## config.mk

```make
export PLATFORM = sky130hd
export DESIGN_NAME = fwr_ctrl
export DESIGN_NICKNAME = d
export VERILOG_FILES = /design/src/fwr_pkg.sv /design/src/fwr_pulse_gen.sv /design/src/fwr_ctrl.sv
export SDC_FILE = /design/constraint.sdc
export NUM_CORES = 1
export LEC_CHECK = 0
export BUFFER_PORTS_ARGS = -buffer_cell sky130_fd_sc_hd__clkbuf_2
export CORE_ASPECT_RATIO = 1.75
export CORE_MARGIN = 1.5
export CORE_UTILIZATION = 45
export CTS_BUF_LIST = sky130_fd_sc_hd__clkbuf_2
export DETAILED_ROUTE_END_ITERATION = 6
export PLACE_DENSITY = 0.71
export SYNTH_ARGS = -nofsm -noshare
export SYNTH_HDL_FRONTEND = slang
export SYNTH_HIERARCHICAL = 1
export SYNTH_SLANG_ARGS = --single-unit
```

## constraint.sdc

```tcl
create_clock -name clk_sys_i -period 4.5 [get_ports clk_sys_i]
set_input_delay 0.45 -clock clk_sys_i [delete_from_list [all_inputs] [get_ports clk_sys_i]]
set_output_delay 0.45 -clock clk_sys_i [all_outputs]
set_load 0.02 [all_outputs]
```

## src/fwr_pkg.sv

```systemverilog
// package of register offsets, fields and timing for the fill-level and reset control block
package fwr_pkg;
    // register offsets are not word-aligned, so each is an index; byte address = 4 * index
    localparam logic [7:0] IDX_THRESH_HIGH  = 8'h60;
    localparam logic [7:0] IDX_THRESH_LOW   = 8'h61;
    localparam logic [7:0] IDX_PATH_RESET   = 8'h68;
    localparam logic [7:0] IDX_MOTION_CTRL  = 8'h69;
    localparam logic [7:0] IDX_USER_CTRL    = 8'h6a;
    localparam logic [7:0] IDX_FIFO_DATA    = 8'h74;
    localparam logic [7:0] IDX_IRQ_STATUS   = 8'h75;
    localparam logic [7:0] IDX_FIFO_COUNT   = 8'h76;
    localparam logic [7:0] IDX_CFG_1A       = 8'h1a;
    localparam logic [7:0] IDX_INT_CFG      = 8'h77;

    localparam logic [7:0] RST_THRESH_HIGH  = 8'h00;
    localparam logic [7:0] RST_THRESH_LOW   = 8'h00;
    localparam logic [7:0] RST_MOTION_CTRL  = 8'h00;
    localparam logic [7:0] RST_USER_CTRL    = 8'h00;
    localparam logic [7:0] RST_CFG_1A       = 8'h00;

    localparam logic [7:0] MASK_THRESH_HIGH = 8'h03;
    localparam logic [7:0] MASK_PATH_RESET  = 8'h03;
    localparam logic [7:0] MASK_MOTION_CTRL = 8'hc3;
    localparam logic [7:0] MASK_USER_CTRL   = 8'h40;
    localparam logic [7:0] MASK_INT_CFG     = 8'h01;

    localparam int BIT_TEMP_RST     = 0;
    localparam int BIT_ACCEL_RST    = 1;
    localparam int BIT_AXIS_COMBINE = 0;
    localparam int BIT_NO_LIMIT     = 1;
    localparam int BIT_COMPARE_MODE = 6;
    localparam int BIT_MOTION_EN    = 7;
    localparam int BIT_ALL_RST      = 0;
    localparam int BIT_FIFO_RST     = 2;
    localparam int BIT_FIFO_EN      = 6;
    localparam int BIT_LATCH_MODE   = 0;
    localparam int BIT_FILL_FLAG    = 0;
    localparam int BIT_CFG_1A_TOP   = 7;

    // reset pulse: one period of the 20 MHz internal clock, counted in 4 ns cycles
    localparam int CLK_SYS_PS       = 4000;
    localparam int FIFO_RST_PS      = 50000;
    localparam int FIFO_RST_CYCLES  = (FIFO_RST_PS + CLK_SYS_PS - 1) / CLK_SYS_PS;
    localparam int PATH_RST_CYCLES  = 1;

    localparam logic [1:0] HTRANS_NONSEQ = 2'b10;
endpackage

```

## src/fwr_pulse_gen.sv

```systemverilog
// fixed-length pulse generator used for the path and fifo resets
`timescale 1ns/1ps
module fwr_pulse_gen #(
    parameter int LEN = 1
) (
    // clock and reset
    input  wire logic clk_sys_i,
    input  wire logic nrst_i,
    // trigger and pulse
    input  wire logic start_i,
    output logic      pulse_o
);
    initial begin
        if (LEN < 1 || LEN > 255) $error("pulse length out of range");
    end

    typedef struct packed {
        logic [7:0] cnt;
    } fwr_pg_state_t;

    fwr_pg_state_t st;
    fwr_pg_state_t next_st;

    always_comb begin
        next_st = st;
        if (start_i) begin
            next_st.cnt = 8'(LEN);
        end else if (st.cnt != 8'h00) begin
            next_st.cnt = st.cnt - 8'h01;
        end
    end

    always_ff @(posedge clk_sys_i or negedge nrst_i) begin
        if (!nrst_i) begin
            st <= '0;
        end else begin
            st <= next_st;
        end
    end

    assign pulse_o = (st.cnt != 8'h00);
endmodule

```

## src/fwr_ctrl.sv

```systemverilog
// fill-level threshold interrupt, fifo control, path resets and motion settings behind ahb-lite
//
// Our own choice: the AHB-Lite register port.
`timescale 1ns/1ps
module fwr_ctrl
    import fwr_pkg::*;
#(
    parameter int CNT_W = 16
) (
    // clock and reset
    input  wire logic              clk_sys_i,
    input  wire logic              nrst_i,
    // ahb-lite slave
    input  wire logic              hsel_i,
    input  wire logic [31:0]       haddr_i,
    input  wire logic [1:0]        htrans_i,
    input  wire logic              hwrite_i,
    input  wire logic [2:0]        hsize_i,
    input  wire logic [31:0]       hwdata_i,
    input  wire logic              hready_i,
    output logic [31:0]            hrdata_o,
    output logic                   hreadyout_o,
    output logic                   hresp_o,
    // fifo side
    input  wire logic [CNT_W-1:0]  fifo_count_i,
    input  wire logic [7:0]        fifo_rdata_i,
    input  wire logic              fifo_read_busy_i,
    output logic                   fifo_pop_o,
    output logic                   fifo_enable_o,
    output logic                   fifo_reset_o,
    // signal path control
    output logic                   accel_path_reset_o,
    output logic                   temp_path_reset_o,
    output logic                   gyro_path_reset_o,
    output logic                   sensor_regs_clear_o,
    // wake-on-motion settings
    output logic                   motion_detect_enable_o,
    output logic                   motion_compare_mode_o,
    output logic                   output_limit_off_o,
    output logic                   motion_axis_combine_o,
    // interrupt pin
    output logic                   irq_o
);
    initial begin
        if (CNT_W < 10 || CNT_W > 16) $error("fifo count width unsupported");
    end

    typedef struct packed {
        logic        ph_valid;
        logic        ph_write;
        logic [7:0]  ph_idx;
        logic [31:0] rdata;
        logic [7:0]  thresh_high;
        logic [7:0]  thresh_low;
        logic [7:0]  motion_ctrl;
        logic [7:0]  user_ctrl;
        logic [7:0]  cfg_1a;
        logic        latch_mode;
        logic        fill_flag;
        logic        irq_level;
        logic        irq_pulse;
        logic        in_seq;
    } fwr_state_t;

    fwr_state_t st;
    fwr_state_t next_st;

    logic [9:0] thresh;
    logic       cond;
    logic       reading;
    logic       data_read;
    logic       wr_path;
    logic       wr_user;
    logic [7:0] wbyte;
    logic       fifo_rst_pulse;
    logic       accel_pulse;
    logic       temp_pulse;
    logic       all_pulse;

    function automatic logic [7:0] addr_idx(input logic [31:0] a);
        return a[9:2];
    endfunction

    // threshold assembled from both registers
    assign thresh  = {st.thresh_high[1:0], st.thresh_low};
    // busy is a host-side level on this clock, so it needs no synchroniser
    assign reading = fifo_read_busy_i || st.in_seq;
    // zero threshold never triggers
    assign cond    = (thresh != 10'h000) && (fifo_count_i >= CNT_W'(thresh));
    assign wbyte   = hwdata_i[7:0];
    assign data_read = st.ph_valid && !st.ph_write && (st.ph_idx == IDX_FIFO_DATA)
                       && st.user_ctrl[BIT_FIFO_EN];
    assign wr_path = st.ph_valid && st.ph_write && (st.ph_idx == IDX_PATH_RESET);
    assign wr_user = st.ph_valid && st.ph_write && (st.ph_idx == IDX_USER_CTRL);

    always_comb begin
        next_st = st;
        next_st.irq_pulse = 1'b0;
        // address phase capture
        next_st.ph_valid = hsel_i && hready_i && htrans_i[1];
        next_st.ph_write = hwrite_i;
        next_st.ph_idx   = addr_idx(haddr_i);
        // write data phase; reserved bits masked
        if (st.ph_valid && st.ph_write) begin
            case (st.ph_idx)
                IDX_THRESH_HIGH: next_st.thresh_high = wbyte & MASK_THRESH_HIGH;
                IDX_THRESH_LOW:  next_st.thresh_low  = wbyte;
                IDX_MOTION_CTRL: next_st.motion_ctrl = wbyte & MASK_MOTION_CTRL;
                IDX_USER_CTRL:   next_st.user_ctrl   = wbyte & MASK_USER_CTRL;
                IDX_CFG_1A:      next_st.cfg_1a      = wbyte;
                IDX_INT_CFG:     next_st.latch_mode  = wbyte[BIT_LATCH_MODE];
                default: ;
            endcase
        end
        // read data for the next data phase
        next_st.rdata = 32'h0000_0000;
        if (hsel_i && hready_i && htrans_i[1] && !hwrite_i) begin
            case (addr_idx(haddr_i))
                IDX_THRESH_HIGH: next_st.rdata[7:0] = st.thresh_high;
                IDX_THRESH_LOW:  next_st.rdata[7:0] = st.thresh_low;
                IDX_MOTION_CTRL: next_st.rdata[7:0] = st.motion_ctrl;
                IDX_USER_CTRL:   next_st.rdata[7:0] = st.user_ctrl;
                IDX_CFG_1A:      next_st.rdata[7:0] = st.cfg_1a;
                IDX_INT_CFG:     next_st.rdata[BIT_LATCH_MODE] = st.latch_mode;
                IDX_IRQ_STATUS:  next_st.rdata[BIT_FILL_FLAG] = st.fill_flag;   // no clear on read
                IDX_FIFO_COUNT:  next_st.rdata[CNT_W-1:0] = fifo_count_i;
                // fifo disabled blocks data access
                IDX_FIFO_DATA:   next_st.rdata[7:0] = st.user_ctrl[BIT_FIFO_EN] ? fifo_rdata_i : 8'h00;
                default: ;
            endcase
        end
        // read sequence tracking: first data read clears, later ones do not
        if (data_read && !st.in_seq) begin
            next_st.in_seq    = 1'b1;
            next_st.fill_flag = 1'b0;
            if (st.latch_mode) begin
                next_st.irq_level = 1'b0;
            end
        end
        // sequence ends when the external read window closes after a data read
        if (st.in_seq && !fifo_read_busy_i && !data_read) begin
            next_st.in_seq = 1'b0;
            if (cond) begin
                // re-arm at read end; latched pin only now
                next_st.fill_flag = 1'b1;
                if (st.latch_mode) begin
                    next_st.irq_level = 1'b1;
                end else begin
                    next_st.irq_pulse = 1'b1;
                end
            end
        end else if (!reading && cond && !st.fill_flag && !data_read) begin
            // trigger on level while idle; a data read in the same cycle blocks the set
            next_st.fill_flag = 1'b1;
            if (st.latch_mode) begin
                next_st.irq_level = 1'b1;
            end else begin
                next_st.irq_pulse = 1'b1;
            end
        end
        // fifo reset bit self-clears, never stored
        if (wr_user) begin
            next_st.user_ctrl[BIT_FIFO_RST] = 1'b0;
        end
        if (!st.latch_mode) begin
            next_st.irq_level = 1'b0;
        end
    end

    always_ff @(posedge clk_sys_i or negedge nrst_i) begin
        if (!nrst_i) begin
            st <= '0;
            st.thresh_high <= RST_THRESH_HIGH;
            st.thresh_low  <= RST_THRESH_LOW;
            st.motion_ctrl <= RST_MOTION_CTRL;
            st.user_ctrl   <= RST_USER_CTRL;
            st.cfg_1a      <= RST_CFG_1A;
        end else begin
            st <= next_st;
        end
    end

    // reset pulses: fifo reset lasts one 20 MHz period
    fwr_pulse_gen #(.LEN(FIFO_RST_CYCLES)) u_fifo_rst (
        .clk_sys_i (clk_sys_i),
        .nrst_i    (nrst_i),
        .start_i   (wr_user && wbyte[BIT_FIFO_RST]),
        .pulse_o   (fifo_rst_pulse)
    );

    // accel path only; sensor outputs untouched
    fwr_pulse_gen #(.LEN(PATH_RST_CYCLES)) u_accel_rst (
        .clk_sys_i (clk_sys_i),
        .nrst_i    (nrst_i),
        .start_i   (wr_path && wbyte[BIT_ACCEL_RST]),
        .pulse_o   (accel_pulse)
    );

    // temp path only; sensor outputs untouched
    fwr_pulse_gen #(.LEN(PATH_RST_CYCLES)) u_temp_rst (
        .clk_sys_i (clk_sys_i),
        .nrst_i    (nrst_i),
        .start_i   (wr_path && wbyte[BIT_TEMP_RST]),
        .pulse_o   (temp_pulse)
    );

    // all paths plus sensor register clear
    fwr_pulse_gen #(.LEN(PATH_RST_CYCLES)) u_all_rst (
        .clk_sys_i (clk_sys_i),
        .nrst_i    (nrst_i),
        .start_i   (wr_user && wbyte[BIT_ALL_RST]),
        .pulse_o   (all_pulse)
    );

    assign hrdata_o               = st.rdata;
    assign hreadyout_o            = 1'b1;
    assign hresp_o                = 1'b0;
    assign fifo_pop_o             = data_read;
    assign fifo_enable_o          = st.user_ctrl[BIT_FIFO_EN];
    assign fifo_reset_o           = fifo_rst_pulse;
    assign accel_path_reset_o     = accel_pulse || all_pulse;
    assign temp_path_reset_o      = temp_pulse || all_pulse;
    assign gyro_path_reset_o      = all_pulse;
    assign sensor_regs_clear_o    = all_pulse;
    assign motion_detect_enable_o = st.motion_ctrl[BIT_MOTION_EN];
    assign motion_compare_mode_o  = st.motion_ctrl[BIT_COMPARE_MODE];
    assign output_limit_off_o     = st.motion_ctrl[BIT_NO_LIMIT];
    assign motion_axis_combine_o  = st.motion_ctrl[BIT_AXIS_COMBINE];
    assign irq_o                  = st.irq_level || st.irq_pulse;

    // checks
    property p_zero_off;
        @(posedge clk_sys_i) disable iff (!nrst_i)
        (thresh == 10'h000 && $past(thresh) == 10'h000 && !st.fill_flag) |=> !st.fill_flag;
    endproperty
    a_zero_off: assert property (p_zero_off) else $error("flag set with zero threshold");

    property p_trigger;
        @(posedge clk_sys_i) disable iff (!nrst_i)
        (cond && !reading && !st.fill_flag && !data_read) |=> st.fill_flag;
    endproperty
    a_trigger: assert property (p_trigger) else $error("trigger did not set flag");

    property p_pulse;
        @(posedge clk_sys_i) disable iff (!nrst_i)
        ($rose(st.fill_flag) && !$past(st.latch_mode)) |-> st.irq_pulse ##1 !st.irq_pulse;
    endproperty
    a_pulse: assert property (p_pulse) else $error("pulse mode pin wrong");

    property p_clear;
        @(posedge clk_sys_i) disable iff (!nrst_i)
        (data_read && !st.in_seq) |=> !st.fill_flag && st.in_seq;
    endproperty
    a_clear: assert property (p_clear) else $error("first data read did not clear");

    property p_latch_drop;
        @(posedge clk_sys_i) disable iff (!nrst_i)
        (data_read && !st.in_seq && st.latch_mode) |=> !irq_o;
    endproperty
    a_latch_drop: assert property (p_latch_drop) else $error("latched pin not dropped");

    property p_no_set_in_seq;
        @(posedge clk_sys_i) disable iff (!nrst_i)
        (st.in_seq && (fifo_read_busy_i || data_read)) |=> !$rose(st.irq_level);
    endproperty
    a_no_set_in_seq: assert property (p_no_set_in_seq) else $error("pin set during read");

    property p_rearm;
        @(posedge clk_sys_i) disable iff (!nrst_i)
        (st.in_seq && !fifo_read_busy_i && !data_read && cond) |=> st.fill_flag && !st.in_seq;
    endproperty
    a_rearm: assert property (p_rearm) else $error("no re-arm at read end");

    property p_fifo_rst_len;
        @(posedge clk_sys_i) disable iff (!nrst_i)
        $rose(fifo_reset_o) |-> fifo_reset_o [*8] ##1 fifo_reset_o [*5] ##1 !fifo_reset_o;
    endproperty
    a_fifo_rst_len: assert property (p_fifo_rst_len) else $error("fifo reset length wrong");

    property p_fifo_block;
        @(posedge clk_sys_i) disable iff (!nrst_i)
        !st.user_ctrl[BIT_FIFO_EN] |-> !fifo_pop_o;
    endproperty
    a_fifo_block: assert property (p_fifo_block) else $error("fifo access while disabled");

    property p_flag_hold;
        @(posedge clk_sys_i) disable iff (!nrst_i)
        (st.fill_flag && !data_read) |=> st.fill_flag;
    endproperty
    a_flag_hold: assert property (p_flag_hold) else $error("flag dropped without data read");

    property p_fifo_rst_start;
        @(posedge clk_sys_i) disable iff (!nrst_i)
        (wr_user && wbyte[BIT_FIFO_RST]) |=> fifo_reset_o;
    endproperty
    a_fifo_rst_start: assert property (p_fifo_rst_start) else $error("fifo reset not started");

    property p_accel_only;
        @(posedge clk_sys_i) disable iff (!nrst_i)
        (wr_path && wbyte[BIT_ACCEL_RST]) |=> accel_path_reset_o && !sensor_regs_clear_o;
    endproperty
    a_accel_only: assert property (p_accel_only) else $error("accel path reset wrong");

    property p_temp_only;
        @(posedge clk_sys_i) disable iff (!nrst_i)
        (wr_path && wbyte[BIT_TEMP_RST]) |=> temp_path_reset_o && !sensor_regs_clear_o;
    endproperty
    a_temp_only: assert property (p_temp_only) else $error("temp path reset wrong");

    property p_all_rst;
        @(posedge clk_sys_i) disable iff (!nrst_i)
        (wr_user && wbyte[BIT_ALL_RST]) |=> accel_path_reset_o && temp_path_reset_o && gyro_path_reset_o
                                            && sensor_regs_clear_o;
    endproperty
    a_all_rst: assert property (p_all_rst) else $error("all path reset incomplete");

    c_trigger: cover property (@(posedge clk_sys_i) disable iff (!nrst_i) $rose(st.fill_flag));
    c_clear:   cover property (@(posedge clk_sys_i) disable iff (!nrst_i) data_read && st.fill_flag);
    c_rearm:   cover property (@(posedge clk_sys_i) disable iff (!nrst_i) st.in_seq && !fifo_read_busy_i && cond);
    c_allrst:  cover property (@(posedge clk_sys_i) disable iff (!nrst_i) $rose(sensor_regs_clear_o));
    c_latch:   cover property (@(posedge clk_sys_i) disable iff (!nrst_i) st.latch_mode && $rose(st.irq_level));
endmodule

```

-- After elaboration in Yosys (flattened, before gate mapping)
Index checks and enable logic that the tools add are counted.
- flip-flop bits (word level): 87
- bits in latches: 0
- RAM bits: 0
- ROM bits: 0
- bits of input ports: 99
- memories: 0
- add/sub/neg operators: 4
- $mul: 0
- divide/modulo/power cells: 0
- magnitude comparators: 1
- equal/unequal tests: 17
- shift operators: 0
- multiplexer cells: 28
- bitwise operators: 0
- reductions and logical operators: 50
- operators by type and width (kind ; number):
    8-bit by 7-bit equality test with 1-bit output (second input constant) ; 15
    8-bit 2-to-1 mux ; 11
    7-bit one-hot mux with 7 select lines ; 1
    8-bit nonzero test ; 4
    8-bit by 1-bit subtractor with 8-bit output (second input constant) ; 4
    1-bit logical AND ; 20
    8-bit by 5-bit equality test with 1-bit output (second input constant) ; 2
    16-bit by 10-bit greater-or-equal comparator with 1-bit output ; 1
    16-bit 2-to-1 mux ; 1
    2-bit AND reduction ; 7
    2-bit nonzero test ; 7
    12-bit 2-to-1 mux ; 1
    3-bit 2-to-1 mux ; 4
    10-bit nonzero test ; 1
    1-bit 2-to-1 mux ; 8
    1-bit one-hot mux with 8 select lines ; 1
    1-bit zero test ; 7
    1-bit logical OR ; 4
    2-bit 2-to-1 mux ; 1

-- Depth between registers and ports, before layout
Gate-level depths: netlist (run 1).
- word-level depth: 10
- depth in mapped cells: 8
- gate-level depth less buffers: 7

-- By module
Netlist (run 1), hierarchy kept.
- modules (own cells, without submodules) (module ; times used ; cells each ; area each (sq um)):
    fwr_ctrl ; 1 ; 272 ; 2922.8
    fwr_pulse_gen (u_accel_rst ...) ; 3 ; 48 ; 451.7
    fwr_pulse_gen (u_fifo_rst) ; 1 ; 48 ; 467.9

-- Least setup slack after synthesis (run 1)
OpenSTA, ideal clock, no wires.
- path kind: register to output
- start point: reg u_all_rst/st[3] (netlist bit)
- end point: out accel_path_reset_o
- arrival: 1.741 ns
- path slack: 2.309 ns
- cell stages (with the launch flop): 5
- cells stage by stage: dfrtp_1 > or4_1 > buf_2 > nand2b_1 > or2_2
- cells in the longest elaborated chain, start to end: 2
- RTL lines (item ; line ; text):
    start, declared ; fwr_pulse_gen.sv:21 ; fwr_pg_state_t st;
    start signal, assigned ; fwr_pulse_gen.sv:37 ; st <= next_st;
    8-bit nonzero test ; fwr_pulse_gen.sv:41 ; assign pulse_o = (st.cnt != 8'h00);
    via gyro_path_reset_o ; fwr_ctrl.sv:34 ; output logic gyro_path_reset_o,
    1-bit logical OR ; fwr_ctrl.sv:221 ; assign accel_path_reset_o = accel_pulse || all_pulse;
    end, declared ; fwr_ctrl.sv:32 ; output logic accel_path_reset_o,
The timed path passes the listed nets, and every way through them passes these cells.

-- Worst setup path in the final report (run 1)
- start point: reg u_all_rst/st[3] (netlist bit)
- end point: out accel_path_reset_o
- cells in the longest elaborated chain, start to end: 2
- RTL lines (item ; line):
    8-bit nonzero test ; fwr_pulse_gen.sv:41
    1-bit logical OR ; fwr_ctrl.sv:221
Every way passes these cells.

==> qor.csv, run 1 <==
metric,value,unit
h-tree-depth,3,
crit_chain,"or4_1, nand2b_1, or2_2, clkbuf_2",
drtIter0Drc,168,
start_kind,flop,
avgSynthCellArea,10.2,µm²
grt.overflow.total,0,
wl_per_cell,15.8,µm
cts.reportedPaths.clkPinSlew,0.23,ns
synth_cell_types,61,
crit_end,accel_path_reset_o,
numCtsBuffers,9,
antenna_found_initial,1,
grt_pass1_vias,3557,
fillers,976,
cap_violations,0,
combPwrFrac,17.8,%
crit_cells,4,
critical_path.startpoint,u_all_rst/st[3],
holdWs,0.0292,ns
yosysWarnings,6,
clkLatencyLatePin,0.58,ns
p_clk_share,25.0,%
firstDrtPassIters,6,
fin_tns_setup,0,ns
ys_top_cells_by_area,"dfrtp_1 45%, mux2_2 5.7%, buf_4 5.5%",
cts_resized,0,
yosys.area.top_type,dfrtp_1,
nNetsFinal,635,
initial_core_util,46.1,%
hp-class,input port to asynchronous set/reset pin,
finalWeightedCongestion,0.862,
ys_seq_area_share,45.3,%
detail-route-antenna-nets,0,
rsz0062_at_grt,false,
setup_viol,0,
place_ws,2.18,ns
finalMaxSlewViolations,0,
status,finished clean,
utilization,50.1,%
reg2regPathDepth,7,
async_flop_share,100,%
synth_cells,464,
grt_max_degree,87,
hpwlAfterDp,7.82,mm
tightest_slew,1.08,ns
p_sw_share,32.7,%
die_h,139,µm
crit_buf_inv,1,
seqPwrFrac,57.2,%
track_usage,19.5,%
r2r_end,st[2],
post_dp_cell_area,4990,µm²
internal_power,1.23,mW
synthTopCellsByCount,"86 x dfrtp_1, 37 x a21oi_1, 35 x buf_4, 30 x inv_1, 24 x mux2_2",
core_area,10300,µm²
final_area,5160,µm²
cp.required,4.05,ns
crit_slowest_cell,or4_1,
post-synth-top-count-cell,dfrtp_1,
rows,49,
drcViolationCount,0,
ys_ff_latch,86,
vias,3711,
vias_per_cell,5.70,
ir_drop,0.000203,V
switchingPower,597,µW
cp.arrival,2.52,ns
cp-end-kind,primary output,
numPortBuffers,74,
timing.fmax,0.337,GHz
die_area,11200,µm²
worstReg2RegStart,st[38],
root_buffer,clkbuf_2,
cpPeakStageDelay,0.69,ns
synth.top_cell.area_share,45.3,%
clock_skew,0.0134,ns
final_layout_size_suffix_gt1_share,24.9,%
netlist_area,4750,µm²
routed_wl,10.3,mm
synth_flop_cell,dfrtp_1,
critPathKind,flop to primary output,
p_total,1.83,mW
clk_path_buf_depth,2,
cts_tree,built,
fin_crit_sh,66.0,%
placed_cells,631,
cts_sinks,86,
crit_fanout,8,
setup_ws,1.53,ns
syn_to_final_growth,8.70,%
grt_pass1_wl,16.7,mm
powerDensity,354,nW/µm²
io_pins,145,
synth-edff-count,0,
final_hold_viol_count,0,
die_x,80.6,µm
fin_crit,2.97,ns
crit_family,simple AND/OR/NAND/NOR gates,
final_cells,651,
leakagePower,2.38,nW
r2r_slack,2.29,ns
slew-limit-headroom,28.0,%
## how the worst min path moves through the flow
| stage | depth (start not counted) | end | startpoint |
|---|---|---|---|
| after floorplan | 0 | fifo_enable_o | nrst_i |
| after global placement | 1 | st[11] | st[11] |
| after detailed placement | 1 | st[11] | st[11] |
| after CTS | 1 | st[82] | haddr_i[7] |
| after global routing | 1 | st[82] | haddr_i[7] |
| final | 1 | u_all_rst/st[3] | nrst_i |
## placed cells by master, fill, tap and decap left out, types with 5 or more instances in the layout
master	n
dfrtp_1	86
clkbuf_2	83
a21oi_1	37
inv_1	30
mux2_2	24
o21ai_0	23
nand2_1	19
ha_1	18
conb_1	18
nor2_1	17
and3_1	13
nand2b_1	12
or4_1	12
nor4_1	11
or3_1	10
nand3_1	9
nor3_1	7
nor2b_1	6
o31ai_1	6
a211o_1	5
## sequential cells by signal, summed over array words and instances (netlist names)
register                cells
fifo_enable_o               1
hrdata_o                   16
motion_axis_combine_o       1
motion_compare_mode_o       1
motion_detect_enable_o      1
output_limit_off_o          1
st                         33
u_accel_rst/st              8
u_all_rst/st                8
u_fifo_rst/st               8
u_temp_rst/st               8
## repair_timing
action / in CTS / in global routing
hold buffers: 3 / 0
buffers inserted: 0 / 0
endpoints found under the hold margin: 3 / 0
## cell families after synthesis
group | after synthesis | share of synthesized area [%]
AO/OA/AOI/OAI | 104 | 14.2
adder cells (fa/ha/maj) | 18 | 4.75
buffers and inverters | 81 | 9.75
flip-flops | 86 | 45.3
multiplexers | 28 | 6.54
other | 2 | 0.158
AND/OR/NAND/NOR | 145 | 19.2
## power by group through the flow
stage / Sequential (mW) / Combinational [mW] / Clock [mW]
after CTS: 1.04 / 0.326 / 0.470
after global routing: 1.07 / 0.362 / 0.492
after detailed placement: 1.06 / 0.323 / 0
after floorplan: 1.01 / 0.269 / 0
after global placement: 1.04 / 0.304 / 0
final: 1.05 / 0.324 / 0.456
## cell type report
cell class                 count  area (µm²)  share of cell area [%]
timing repair buffer          77         403                    7.81
clock inverter                 6        85.1                    1.65
clock buffer                  10        50.0                   0.970
antenna                        1        2.50                  0.0485
inverter                      31         116                    2.26
multi-input combinational    313        2190                    42.5
sequential                    86        2150                    41.7
tap                          127         159                    3.08
## routing by layer
layer | routed length (µm) | up-vias | GRT usage, %
met5 | 0 | - | 0
li1 | - | 1749 | -
met4 | 271 | 0 | 9.17
met1 | 3840 | 1835 | 22.3
met2 | 5780 | 111 | 34.5
met3 | 391 | 16 | 3.16
(Power assumes the default switching activity.)
==> inputs of run 2 (changes only) <==
ABC_AREA = 1   (was unset)
PLACE_DENSITY = 0.74   (was 0.71)
clock period = 2.4 ns   (was 4.5 ns; I/O delays follow)
==> qor.csv, run 2 <==
metric,value,unit,change
grt_max_degree,51,,-41%
cp.required,2.16,ns,-1.89 ns
syn_to_final_growth,19.6,%,
combPwrFrac,36.3,%,+18 points
finalMaxSlewViolations,0,,unchanged
start_kind,flop,,
die_h,143,µm,+2.9%
cts_sinks,86,,unchanged
grt.overflow.total,0,,unchanged
post-synth-top-count-cell,nand2_1,,
root_buffer,clkbuf_2,,
layout_commonest_cell,nand2_1,,
crit_fanout,4,,-4
vias_per_cell,4.94,,-13%
fin_crit,2.27,ns,
final_hold_viol_count,0,,unchanged
yosysWarnings,6,,unchanged
antenna_found_initial,1,,unchanged
async_flop_share,100,%,unchanged
critPathKind,flop to primary output,,
cp.arrival,2.03,ns,-0.49 ns
fin_crit_sh,94.5,%,
cp-end-kind,primary output,,
hpwlAfterDp,8.65,mm,+11%
slew-limit-headroom,53.6,%,+26 points
clk_path_buf_depth,2,,unchanged
synth.top_cell.area_share,42.8,%,-2.6 points
synthTopCellsByCount,"137 x nand2_1, 92 x nor2_1, 90 x inv_1, 86 x dfrtp_1, 60 x nand3_1",,
top_register,st,,
leakagePower,3.19,nW,+34%
status,finished clean,,
p_sw_share,41.0,%,+8.3 points
ys_top_cells_by_area,"dfrtp_1 43%, nand2_1 10%, nor2_1 6.9%",,
grt_pass1_wl,18.8,mm,+12%
ys_ff_latch,86,,unchanged
yosys.area.top_type,dfrtp_1,,
p_total,4.26,mW,+130%
synth_flop_cell,dfrtp_1,,
vias,4468,,+20%
firstDrtPassIters,4,,-2
clock_skew,0.0392,ns,+0.0258 ns
routed_wl,11.7,mm,+14%
track_usage,19.8,%,+0.28 points
holdWs,0.0308,ns,+0.00162 ns
powerDensity,708,nW/µm²,+100%
nNetsFinal,885,,+39%
finalWeightedCongestion,0.869,,+0.79%
die_x,82.9,µm,+2.9%
io_pins,145,,unchanged
drcViolationCount,0,,unchanged
ys_seq_area_share,42.8,%,-2.6 points
detail-route-antenna-nets,0,,unchanged
h-tree-depth,3,,unchanged
numPortBuffers,74,,unchanged
cts_tree,built,,
cts.reportedPaths.clkPinSlew,0.27,ns,+0.04 ns
seqPwrFrac,47.7,%,-9.5 points
timing.fmax,0.441,GHz,
switchingPower,1.75,mW,+190%
rows,50,,+2.0%
largest_register_ffs,33,,unchanged
final_cell_mix,"137 x nand2_1, 92 x nor2_1, 87 x inv_1, 86 x dfrtp_1, 82 x clkbuf_2",,
clkLatencyLatePin,0.59,ns,about the same
numCtsBuffers,9,,unchanged
synth_cells,648,,+40%
p_clk_share,16.0,%,-9.0 points
tightest_slew,0.695,ns,-0.386 ns
wl_per_cell,13.0,µm,-18%
cap_violations,0,,unchanged
hp-class,input port to flop,,
die_area,11800,µm²,+5.8%
synth_cell_types,33,,-46%
initial_core_util,46.5,%,+0.41 points
internal_power,2.51,mW,+100%
avgSynthCellArea,7.76,µm²,-24%
synth-edff-count,0,,unchanged
setup_viol,0,,unchanged
drtIter0Drc,228,,+36%
grt_pass1_vias,4374,,+23%
netlist_area,5030,µm²,+6.0%
final_layout_size_suffix_gt1_share,20.3,%,-4.5 points
ir_drop,0.000386,V,+90%
core_area,10800,µm²,+5.1%
==> run 2: cell count changes in the layout (fill, tap and decap cells not counted), moves of 24 or more <==
cell / before / now
nand2_1: 19 / 137
a21oi_1: 37 / 11
mux2_2: 24 / 0
nor2_1: 17 / 92
nand3_1: 9 / 60
dlygate4sd3_1: 3 / 51
inv_1: 30 / 87
==> run 2: path summary, 6_finish.rpt <==
kind	startpoint	endpoint	slack (ns)	cells after the start
worst max register to register	st[84]	u_all_rst/st[5]	0.51	9
worst min-delay path	hwdata_i[0]	st[4]	0.03	3
worst max-delay path	u_accel_rst/st[0]	accel_path_reset_o	0.13	7
worst min register to register	st[4]	st[1]	0.52	1
max in group asynchronous	nrst_i	motion_compare_mode_o	1.63	3
min in group asynchronous	nrst_i	u_temp_rst/st[4]	0.10	2
==> run 2: layout make-up <==
type / count / area [µm²]
antenna: 1 / 2.50
clock buffer: 9 / 45.0
clock inverter: 7 / 55.1
fill: 975 / 4810
inverter: 96 / 360
multi-input combinational: 443 / 2290
sequential: 86 / 2150
tap: 130 / 163
timing repair buffer: 132 / 948
==> run 2: stage by stage <==
step	std cells	cell area [µm²]	TNS [ns]	utilization, %	worst slack (ns)
after floorplan	664	5090	0	-	0.767
after global placement	830	5360	0	49.5	0.612
after detailed placement	830	5360	0	49.5	0.580
after CTS	900	5990	0	55.4	0.0126
after global routing	904	6020	-0.0228	55.6	-0.0228
final	904	6020	0	55.6	0.131
==> run 2: per-layer routing <==
layer  part of all wire (%)  track usage, %  wire length [µm]
met5                      0               0                 0
met1                     36            18.8              4260
met2                     56            39.4              6630
met4                    3.7            10.7               435
met3                    3.5            3.53               413
==> run 2: kinds of logic (layout without fill, tap and decap cells) <==
group	after synthesis	in the layout	synth area share, %
compound gates	51	51	6.49
xor+xnor	9	9	1.57
fa+ha+maj	18	18	4.48
buf+inv	135	244	12.9
flops	86	86	42.8
other cells	2	19	0.149
simple gates	347	347	31.6
==> run 2: power by group through the flow <==
stage               sequential, mW  clock, mW  combinational (mW)
finish                        2.03      0.680                1.55
CTS                           2.02      0.710                1.54
floorplan                     1.99          0                1.16
global route                  2.07      0.770                1.76
global placement              2.04          0                1.38
detailed placement            2.06          0                1.46
==> run 2: worst max-delay path: stages (launching register included) <==
cell and delay, ns:
dfrtp_1 0.45, inv_1 0.12, ha_1 0.17, nand2_1 0.10
nor2_4 0.13, inv_1 0.08, or2_2 0.27, clkbuf_2 0.15
==> run 2: what timing repair did <==
| action | in CTS | in global routing |
|---|---|---|
| endpoints found under the setup margin | 2 | 2 |
| pin swaps | 2 | 1 |
| hold buffers | 51 | 0 |
| gates resized for setup | 0 | 3 |
| setup buffers | 3 | 3 |
| endpoints found under the hold margin | 106 | 0 |
